**config.mk**
```make
export PLATFORM = sky130hd
export DESIGN_NAME = prm_power_ctrl
export DESIGN_NICKNAME = d
export VERILOG_FILES = /design/src/rtl/prm_pkg.sv /design/src/rtl/prm_power_ctrl.sv
export SDC_FILE = /design/constraint.sdc
export NUM_CORES = 1
export LEC_CHECK = 0
export BUFFER_PORTS_ARGS = -buffer_cell sky130_fd_sc_hd__buf_4
export CAP_MARGIN = 10
export CORE_MARGIN = 2
export CORE_UTILIZATION = 50
export DETAILED_ROUTE_END_ITERATION = 16
export PLACE_DENSITY = 0.74
export SYNTH_ARGS = -nofsm -noshare
export SYNTH_HDL_FRONTEND = slang
export SYNTH_SLANG_ARGS = --single-unit
```
**constraint.sdc**
```tcl
create_clock -name clock -period 2.6 [get_ports clock]
set_clock_uncertainty 0.05 [all_clocks]
set_input_delay 0.13 -clock clock [delete_from_list [all_inputs] [get_ports clock]]
set_output_delay 0.13 -clock clock [all_outputs]
set_load 0.005 [all_outputs]
```
**src/rtl/prm_pkg.sv**
```systemverilog
// constants, register map and state encoding of the power reduction mode control
package prm_pkg;

   // register byte offsets on the apb bus
   localparam logic [7:0] PRM_SYSCFG_OFF = 8'h00;  // system_config_register
   localparam logic [7:0] PRM_MISC_OFF = 8'h04;    // misc_control_register
   localparam logic [7:0] PRM_RTCCFG_OFF = 8'h08;  // rtc reference control
   localparam logic [7:0] PRM_EXTCFG_OFF = 8'h0c;  // fast interrupt enables/levels
   localparam logic [7:0] PRM_BUSCFG_OFF = 8'h10;  // ready handshake control
   localparam logic [7:0] PRM_STATE_OFF = 8'h14;   // live state, read only
   localparam logic [7:0] PRM_IRQST_OFF = 8'h18;   // sticky events, read only
   localparam logic [7:0] PRM_IRQEN_OFF = 8'h1c;   // event enables
   localparam logic [7:0] PRM_IRQCLR_OFF = 8'h20;  // write one to clear, write only

   // field positions
   localparam int PRM_PD_VARIANT_BIT = 5;   // power_down_variant_bit in system config
   localparam int PRM_REG_OFF_BIT = 0;      // regulator_off_bit in misc control
   localparam int PRM_RTC_PD_RUN_BIT = 0;   // rtc keeps counting in power-down
   localparam int PRM_LP_DISABLE_BIT = 1;   // software drops the low-power reference
   localparam int PRM_READY_EN_BIT = 0;     // ready handshake enabled
   localparam int PRM_READY_POL_BIT = 1;    // 1: ready active high
   localparam int PRM_EXT_LEVEL_LSB = 8;    // active-level bits follow the enables

   // event bits of the interrupt registers
   localparam int PRM_EV_REFUSED = 0;   // idle/power-down request refused
   localparam int PRM_EV_WAKE = 1;      // left interruptible power-down
   localparam int PRM_EV_LP_FOUND = 2;  // low-power oscillator detected
   localparam int PRM_EV_REG_ON = 3;    // power-down entered with regulator left on
   localparam int PRM_EV_W = 4;

   // reset values
   localparam logic [31:0] PRM_SYSCFG_RST = 32'h0000_0000;
   localparam logic [31:0] PRM_EXTCFG_RST = 32'h0000_0000;

   // wake pulse on a fast interrupt pin, shortest as printed
   localparam int PRM_CLK_PERIOD_NS = 50;
   localparam int PRM_WAKE_MIN_NS = 40;
   localparam int PRM_WAKE_MIN_CYC = (PRM_WAKE_MIN_NS + PRM_CLK_PERIOD_NS - 1) /
                                     PRM_CLK_PERIOD_NS;

   // mode sequencer, gray in listed order; only the run -> drain -> idle steps change a single bit
   typedef enum logic [2:0] {
      PRM_RUN = 3'b000,
      PRM_DRAIN = 3'b001,
      PRM_IDLE = 3'b011,
      PRM_PD_INT = 3'b010,
      PRM_PD_PROT = 3'b110,
      PRM_WAKE = 3'b111
   } prm_state_t;

endpackage

```
**src/rtl/prm_power_ctrl.sv**
```systemverilog
// power reduction mode control: idle and power-down sequencer with apb registers
//
// Contract
// - idle halts cpu, peripherals keep running
// - any interrupt ends idle, cpu resumes
// - pending external bus transfer finishes first
// - missing ready on last access refuses entry
// - power-down stops clock, freezes watchdog too
// - only rtc may count in power-down
// - low-power oscillator running: main oscillator stops
// - detect low-power oscillator, keep until disabled
// - main oscillator only: keep it running; here it stops unless the rtc keeps counting
// - variant bit zero selects protected power-down
// - protected power-down needs nmi pin low
// - protected power-down leaves only by reset
// - variant bit one selects interruptible power-down
// - enabled fast interrupt pins inactive for entry
// - reset, fast pin, rtc, can, i2c wake
//
// Local design decisions: the address map and register access over APB.
`timescale 1ns/1ns
module prm_power_ctrl
   import prm_pkg::*;
#(
   parameter int EXT_PINS = 8
) (
   input wire logic clock,
   input wire logic nrst,
   // apb slave
   input wire logic psel,
   input wire logic penable,
   input wire logic pwrite,
   input wire logic [7:0] paddr,
   input wire logic [31:0] pwdata,
   output logic [31:0] prdata,
   output logic pready,
   output logic pslverr,
   // cpu instruction stream, same clock
   input wire logic idle_instr,
   input wire logic power_down_instr,
   input wire logic cpu_irq_req,
   // external bus unit, same clock
   input wire logic ext_bus_busy,
   input wire logic ext_bus_access_end,
   // pins, asynchronous
   input wire logic ready_pin,
   input wire logic nmi_pin_n,
   input wire logic [EXT_PINS-1:0] fast_ext_interrupt_pin,
   input wire logic lp_osc_running,
   // peripheral wake requests, same clock
   input wire logic rtc_irq,
   input wire logic can_irq,
   input wire logic i2c_irq,
   // control outputs
   output logic cpu_halt,
   output logic core_clk_en,
   output logic periph_clk_en,
   output logic wdt_hold,
   output logic main_osc_en,
   output logic rtc_ref_low_power,
   output logic rtc_clk_en,
   output logic regulator_off,
   output logic wake_irq_pending,
   output logic irq
);

   prm_state_t state_q;
   logic pd_req_q;
   logic [31:0] syscfg_q;
   logic reg_off_q;
   logic [1:0] rtccfg_q;
   logic [2*EXT_PINS-1:0] extcfg_q;
   logic [1:0] buscfg_q;
   logic [PRM_EV_W-1:0] irq_st_q;
   logic [PRM_EV_W-1:0] irq_en_q;
   logic [PRM_EV_W-1:0] ev;
   logic ready_ok_q;
   logic lp_sel_q;
   logic [31:0] prdata_q;
   logic pready_q;
   logic pslverr_q;

   // two-flop synchronisers for every pin
   logic ready_s1_q, ready_s2_q;
   logic nmi_s1_q, nmi_s2_q;
   logic lp_s1_q, lp_s2_q;
   logic [EXT_PINS-1:0] ext_s1_q, ext_s2_q;

   // outputs, all flops
   logic cpu_halt_q, core_clk_en_q, periph_clk_en_q, wdt_hold_q;
   logic main_osc_en_q, rtc_clk_en_q, wake_irq_q, irq_q;

   logic setup_ph, wr_acc;
   logic [EXT_PINS-1:0] ext_active;
   logic ext_quiet, ready_fail, pd_variant, entry_ok, wake_int, enter;

   // synchronisers: only the second stage feeds logic
   always_ff @(posedge clock or negedge nrst) begin
      if (!nrst) begin
         ready_s1_q <= 1'b0;
         ready_s2_q <= 1'b0;
         nmi_s1_q <= 1'b1;
         nmi_s2_q <= 1'b1;
         lp_s1_q <= 1'b0;
         lp_s2_q <= 1'b0;
         ext_s1_q <= '0;
         ext_s2_q <= '0;
      end else begin
         ready_s1_q <= ready_pin;
         ready_s2_q <= ready_s1_q;
         nmi_s1_q <= nmi_pin_n;
         nmi_s2_q <= nmi_s1_q;
         lp_s1_q <= lp_osc_running;
         lp_s2_q <= lp_s1_q;
         ext_s1_q <= fast_ext_interrupt_pin;
         ext_s2_q <= ext_s1_q;
      end
   end

   // bus decode: answer is prepared in the setup phase so pready comes from a flop
   assign setup_ph = psel & ~penable;
   assign wr_acc = psel & penable & pwrite & pready_q;

   // entry conditions
   // a pin is active when its level matches the programmed active level
   assign ext_active = ~(ext_s2_q ^ extcfg_q[PRM_EXT_LEVEL_LSB +: EXT_PINS]);
   assign ext_quiet = ~|(ext_active & extcfg_q[EXT_PINS-1:0]);
   assign ready_fail = buscfg_q[PRM_READY_EN_BIT] & ~ready_ok_q;
   assign pd_variant = syscfg_q[PRM_PD_VARIANT_BIT];
   // variant 0 protected needs nmi low, variant 1 needs quiet fast pins
   assign entry_ok = pd_variant ? ext_quiet : ~nmi_s2_q;
   assign enter = (state_q == PRM_RUN) & (idle_instr | power_down_instr) & ~ready_fail &
                  (idle_instr | entry_ok);
   // interruptible power-down wake sources besides reset
   assign wake_int = |(ext_active & extcfg_q[EXT_PINS-1:0]) | rtc_irq | can_irq |
                     i2c_irq;

   // event pulses for the sticky status
   always_comb begin
      ev = '0;
      ev[PRM_EV_REFUSED] = (state_q == PRM_RUN) & (idle_instr | power_down_instr) & ~enter;
      ev[PRM_EV_WAKE] = (state_q == PRM_PD_INT) & wake_int;
      ev[PRM_EV_LP_FOUND] = lp_s2_q & ~lp_sel_q & ~rtccfg_q[PRM_LP_DISABLE_BIT];
      ev[PRM_EV_REG_ON] = (state_q == PRM_DRAIN) & pd_req_q & ~ext_bus_busy & ~reg_off_q;
   end

   // ready handshake seen at its programmed polarity on the last bus access
   always_ff @(posedge clock or negedge nrst) begin
      if (!nrst) begin
         ready_ok_q <= 1'b1;
      end else if (ext_bus_access_end) begin
         ready_ok_q <= (ready_s2_q == buscfg_q[PRM_READY_POL_BIT]);
      end
   end

   // low-power reference: picked as soon as seen, kept until software drops it
   always_ff @(posedge clock or negedge nrst) begin
      if (!nrst) begin
         lp_sel_q <= 1'b0;
      end else if (rtccfg_q[PRM_LP_DISABLE_BIT]) begin
         lp_sel_q <= 1'b0;
      end else if (lp_s2_q) begin
         lp_sel_q <= 1'b1;
      end
   end

   // mode sequencer
   always_ff @(posedge clock or negedge nrst) begin
      if (!nrst) begin
         state_q <= PRM_RUN;
         pd_req_q <= 1'b0;
      end else begin
         unique case (state_q)
            PRM_RUN: begin
               if (enter) begin
                  state_q <= PRM_DRAIN;
                  pd_req_q <= power_down_instr;
               end
            end
            PRM_DRAIN: begin
               // hold off until the external bus unit has nothing in flight
               if (!ext_bus_busy) begin
                  if (!pd_req_q) begin
                     state_q <= PRM_IDLE;
                  end else if (pd_variant) begin
                     state_q <= PRM_PD_INT;
                  end else begin
                     state_q <= PRM_PD_PROT;
                  end
               end
            end
            PRM_IDLE: begin
               // any request ends idle; the cpu resumes after its return
               if (cpu_irq_req | wake_int) begin
                  state_q <= PRM_RUN;
               end
            end
            PRM_PD_INT: begin
               if (wake_int) begin
                  state_q <= PRM_WAKE;
               end
            end
            PRM_PD_PROT: begin
               // no exit edge here: only nrst leaves this state
               state_q <= PRM_PD_PROT;
            end
            PRM_WAKE: begin
               state_q <= PRM_RUN;
            end
            default: begin
               state_q <= PRM_RUN;
            end
         endcase
      end
   end

   // clock and halt controls derived from the next state so they change with it
   always_ff @(posedge clock or negedge nrst) begin
      if (!nrst) begin
         cpu_halt_q <= 1'b0;
         core_clk_en_q <= 1'b1;
         periph_clk_en_q <= 1'b1;
         wdt_hold_q <= 1'b0;
      end else begin
         unique case (state_q)
            PRM_DRAIN: begin
               if (!ext_bus_busy) begin
                  cpu_halt_q <= 1'b1;
                  core_clk_en_q <= ~pd_req_q;
                  periph_clk_en_q <= ~pd_req_q;
                  wdt_hold_q <= pd_req_q;
               end
            end
            PRM_IDLE: begin
               if (cpu_irq_req | wake_int) begin
                  cpu_halt_q <= 1'b0;
               end
            end
            PRM_PD_INT: begin
               if (wake_int) begin
                  // restart clocks a cycle before the cpu runs again
                  core_clk_en_q <= 1'b1;
                  periph_clk_en_q <= 1'b1;
                  wdt_hold_q <= 1'b0;
               end
            end
            PRM_WAKE: begin
               cpu_halt_q <= 1'b0;
            end
            default: begin
               cpu_halt_q <= cpu_halt_q;
            end
         endcase
      end
   end

   // oscillator and rtc clock: rtc is the only thing that may still count
   always_ff @(posedge clock or negedge nrst) begin
      if (!nrst) begin
         main_osc_en_q <= 1'b1;
         rtc_clk_en_q <= 1'b1;
      end else if (state_q == PRM_DRAIN && !ext_bus_busy && pd_req_q) begin
         rtc_clk_en_q <= rtccfg_q[PRM_RTC_PD_RUN_BIT];
         // low-power reference lets the main oscillator stop, else it stays on only while the rtc keeps counting
         main_osc_en_q <= rtccfg_q[PRM_RTC_PD_RUN_BIT] & ~lp_sel_q;
      end else if (state_q == PRM_PD_INT && wake_int) begin
         main_osc_en_q <= 1'b1;
         rtc_clk_en_q <= 1'b1;
      end
   end

   // wake interrupt handed to the cpu, held until it asks for service
   always_ff @(posedge clock or negedge nrst) begin
      if (!nrst) begin
         wake_irq_q <= 1'b0;
      end else if (state_q == PRM_PD_INT && wake_int) begin
         wake_irq_q <= 1'b1;
      end else if (cpu_irq_req && state_q == PRM_RUN) begin
         wake_irq_q <= 1'b0;
      end
   end

   // configuration registers
   always_ff @(posedge clock or negedge nrst) begin
      if (!nrst) begin
         syscfg_q <= PRM_SYSCFG_RST;
         reg_off_q <= 1'b0;
         rtccfg_q <= 2'h0;
         extcfg_q <= PRM_EXTCFG_RST[2*EXT_PINS-1:0];
         buscfg_q <= 2'h0;
         irq_en_q <= '0;
      end else if (wr_acc) begin
         unique case (paddr)
            PRM_SYSCFG_OFF: syscfg_q <= pwdata;
            PRM_MISC_OFF: reg_off_q <= pwdata[PRM_REG_OFF_BIT];
            PRM_RTCCFG_OFF: rtccfg_q <= pwdata[1:0];
            PRM_EXTCFG_OFF: extcfg_q <= pwdata[2*EXT_PINS-1:0];
            PRM_BUSCFG_OFF: buscfg_q <= pwdata[1:0];
            PRM_IRQEN_OFF: irq_en_q <= pwdata[PRM_EV_W-1:0];
            default: irq_en_q <= irq_en_q;
         endcase
      end
   end

   // sticky events: a new event in the clearing cycle survives the clear
   always_ff @(posedge clock or negedge nrst) begin
      if (!nrst) begin
         irq_st_q <= '0;
      end else if (wr_acc && paddr == PRM_IRQCLR_OFF) begin
         irq_st_q <= (irq_st_q & ~pwdata[PRM_EV_W-1:0]) | ev;
      end else begin
         irq_st_q <= irq_st_q | ev;
      end
   end

   // level interrupt, one cycle behind the status
   always_ff @(posedge clock or negedge nrst) begin
      if (!nrst) begin
         irq_q <= 1'b0;
      end else begin
         irq_q <= |(irq_st_q & irq_en_q);
      end
   end

   // read data and answer prepared during setup; zero wait states
   always_ff @(posedge clock or negedge nrst) begin
      if (!nrst) begin
         prdata_q <= 32'h0;
         pready_q <= 1'b0;
         pslverr_q <= 1'b0;
      end else begin
         pready_q <= setup_ph;
         pslverr_q <= 1'b0;
         prdata_q <= 32'h0;
         if (setup_ph) begin
            unique case (paddr)
               PRM_SYSCFG_OFF: prdata_q <= syscfg_q;
               PRM_MISC_OFF: prdata_q <= {31'h0, reg_off_q};
               PRM_RTCCFG_OFF: prdata_q <= {30'h0, rtccfg_q};
               PRM_EXTCFG_OFF: prdata_q <= {{(32-2*EXT_PINS){1'b0}}, extcfg_q};
               PRM_BUSCFG_OFF: prdata_q <= {30'h0, buscfg_q};
               PRM_STATE_OFF: prdata_q <= {24'h0, lp_sel_q, ready_ok_q, wake_irq_q,
                                           pd_req_q, 1'b0, state_q};
               PRM_IRQST_OFF: prdata_q <= {{(32-PRM_EV_W){1'b0}}, irq_st_q};
               PRM_IRQEN_OFF: prdata_q <= {{(32-PRM_EV_W){1'b0}}, irq_en_q};
               PRM_IRQCLR_OFF: prdata_q <= 32'h0;
               default: pslverr_q <= 1'b1; // unmapped address
            endcase
         end
      end
   end

   assign prdata = prdata_q;
   assign pready = pready_q;
   assign pslverr = pslverr_q;
   assign cpu_halt = cpu_halt_q;
   assign core_clk_en = core_clk_en_q;
   assign periph_clk_en = periph_clk_en_q;
   assign wdt_hold = wdt_hold_q;
   assign main_osc_en = main_osc_en_q;
   assign rtc_ref_low_power = lp_sel_q;
   assign rtc_clk_en = rtc_clk_en_q;
   assign regulator_off = reg_off_q;
   assign wake_irq_pending = wake_irq_q;
   assign irq = irq_q;

endmodule

```
==> impl_metrics.env <==
export IMPL_run_status="completed"
export IMPL_powerDensity_nw_per_um2=752
export IMPL_clock_sinks=130
export IMPL_cts_made_buffers=17
export IMPL_p_sw_w=0.00124
export IMPL_avgSynthCellArea_sq_um=13.6
export IMPL_synth_cell_area_sq_um=5040
export IMPL_cp_max_fo=3
export IMPL_avgRoutedWirePerCell_microns=17.5
export IMPL_drv_cap=0
export IMPL_grt_total_usage=0.239
export IMPL_arrival_ps=2400
export IMPL_grt_max_degree=56
export IMPL_rsz0062_at_grt="false"
export IMPL_clkPwrFrac=0.472
export IMPL_required_ps=2950
export IMPL_setup_slack_ps=543
export IMPL_finalCritPeriodShare=0.791
export IMPL_row_count=36
export IMPL_via_per_inst=5.30
export IMPL_cts_root_buf="clkbuf_8"
export IMPL_yosysSeqAreaShare=0.647
export IMPL_min_path_type="primary input to register"
export IMPL_synth_cells=370
export IMPL_place_hpwl_mm=7.57
export IMPL_combPwrFrac=0.106
export IMPL_timing_rr_start="extcfg_q[14]"
export IMPL_ys_types=47
export IMPL_drt_wl_total_mm=12.0
export IMPL_fillCellCount=672
export IMPL_path_clk_slew_ps=60
export IMPL_peakVddDrop_mv=0.410
export IMPL_finalSetupTns_ps=0
export IMPL_initial_core_util=0.515
export IMPL_syn_num_nets=434
export IMPL_cts_repair_resized=0
export IMPL_setup_viol=0
export IMPL_critPathKind="register to register"
export IMPL_ios=108
export IMPL_first_iter_violations=203
export IMPL_grt_overflow=0
export IMPL_ctsLongestPathBuffers=2
export IMPL_fmax_mhz=486
export IMPL_clk_insertion_delay_late_ps=510
export IMPL_synth_edf_count=0
export IMPL_drive_gt1_frac=0.394
export IMPL_critPathCapture="pd_req_q"
export IMPL_grt_pass1_wl_mm=20.0
export IMPL_htreeDepth=4
export IMPL_final_max_slew_violation_count=0
export IMPL_cts_tree="built"
export IMPL_vias=3635
export IMPL_yosysWarnings=0
export IMPL_cp_end_kind="register"
export IMPL_r2r_end="pd_req_q"
export IMPL_reg2reg_depth=6
export IMPL_fp_dieH_microns=104
export IMPL_relSlewSlack=0.586
export IMPL_fin_crit_ps=2060
export IMPL_port_buffers=107
export IMPL_ys_seq_elements=130
export IMPL_grt_pass1_vias=3895
export IMPL_async_flop_share=1.00
export IMPL_crit_start="extcfg_q[14]"
export IMPL_p_leak_nw=3.52
export IMPL_swShare=0.229
export IMPL_tightestPinTransition_ps=620
export IMPL_reg2reg_slack_ps=540
export IMPL_worst_setup_path_start_kind="register"
export IMPL_stdcell_count=686
export IMPL_p_int_w=0.00416
export IMPL_drc=0
export IMPL_nets=604
export IMPL_finalHoldViolations=0
export IMPL_core_area_sq_um=9770
export IMPL_seqPwrFrac=0.422
export IMPL_syn_to_final_growth_pct=42.6
export IMPL_place_congestion=0.906
export IMPL_antenna_found_initial=0
export IMPL_ys_flop_type="dfrtp_1"
export IMPL_die_x_microns=104
export IMPL_ant_nets=0
export IMPL_dieArea_sq_um=10900
export IMPL_num_antenna_cells=0
export IMPL_hold_worst_slack_ps=54.6
export IMPL_firstDrtPassIters=5
export IMPL_numPlacedInstances=600
export IMPL_pre_cts_slack_ps=521
-- cell usage in the layout (no fill, tap or decap), types with 6 or more instances in the layout --
cell           instances
xnor2_1                9
and3_1                20
a21oi_1               12
mux2_2                57
nand2_1               21
dfrtp_1              124
buf_4                114
clkbuf_16             16
dfstp_2                6
a22oi_1               14
dlygate4sd3_1         54
a222oi_1               7
nor2_1                30
-- power groups by stage --
stage	Clock (W)	Sequential (W)	Combinational, W
CTS	0.00259	0.00228	0.000574
floorplan	0	0.00226	0.000278
global route	0.00269	0.00230	0.000631
finish	0.00255	0.00228	0.000574
detailed placement	0	0.00231	0.000505
global placement	0	0.00231	0.000495
-- state kept, by name, indices dropped and copies added, names as in the netlist, 2 cells and up --
name and cells:
rtccfg_q 2, buscfg_q 2, state_q 3, syscfg_q 32, extcfg_q 16, prdata 32, ext_s2_q 8, irq_st_q 4
ext_s1_q 8, irq_en_q 4
-- critical path, cell delays in order, from the launching register on --
cell      delay (ps)
dfrtp_1          400
xnor2_1          140
a22oi_1          190
and4_1           260
a211oi_1         100
or4_4            500
mux2_4           310
-- synth_stat cells, drive strengths merged (2+ instances only) --
cell,n,area (sq um)
a21oi,12,60.1
nor2b,3,18.8
a222oi,7,70.1
a22oi,14,105
nor2,30,113
xnor2,9,78.8
nand3b,3,22.5
inv,3,11.3
nor4,3,33.8
nand2,22,85.1
nor3,5,41.3
a31oi,2,12.5
buf,5,27.5
dfrtp,124,3100
mux4,2,45.0
and4,3,26.3
nand2b,2,12.5
dfstp,6,158
and3,20,125
clkbuf,13,48.8
o21ai,5,25.0
mux2,59,668
-- cells by family after synthesis --
logic type	Yosys count	synth area share
compound gates	48	0.0673
xor+xnor	9	0.0157
buf+inv	21	0.0174
flops	130	0.647
mux	62	0.144
simple gates	100	0.109
-- worst min path at each step --
stage	start	end	slack [ps]	cells after the start
final	paddr[3]	regulator_off	50	3
after global routing	paddr[3]	regulator_off	50	3
after CTS	paddr[3]	regulator_off	30	3
after detailed placement	nrst	cpu_halt	140	1
after global placement	nrst	cpu_halt	130	1
after floorplan	nrst	buscfg_q[0]	-220	0
-- what timing repair did --
item,CTS,global route
hold buffers,54,0
hold endpoints to repair,128,0
setup buffers,0,0
-- final cells by class --
type | count | area [sq um] | share of cell area
Sequential cell | 130 | 3260 | 0.454
Clock buffer | 19 | 432 | 0.0601
Timing Repair Buffer | 169 | 1420 | 0.197
Clock inverter | 13 | 206 | 0.0288
Multi-Input combinational cell | 219 | 1690 | 0.235
Tap cell | 133 | 166 | 0.0232
Inverter | 3 | 11.3 | 0.00157
-- through the flow --
stage | util | instance area, sq um | total power, W
floorplan | - | 5040 | 0.00254
global placement | 0.614 | 6000 | 0.00280
detailed placement | 0.614 | 6000 | 0.00282
CTS | 0.735 | 7180 | 0.00544
global route | 0.735 | 7180 | 0.00562
finish | 0.735 | 7180 | 0.00540
-- layer usage --
layer / wire length (microns) / part of all wire / up-vias / GRT usage
li1: - / - / 1673 / -
met1: 5020 / 0.42 / 1823 / 0.307
met2: 6080 / 0.51 / 130 / 0.385
met3: 827 / 0.069 / 9 / 0.0764
met4: 103 / 0.0086 / 0 / 0.0792
met5: 0 / 0 / - / 0
Note: power is estimated with default switching activity, not from simulation.
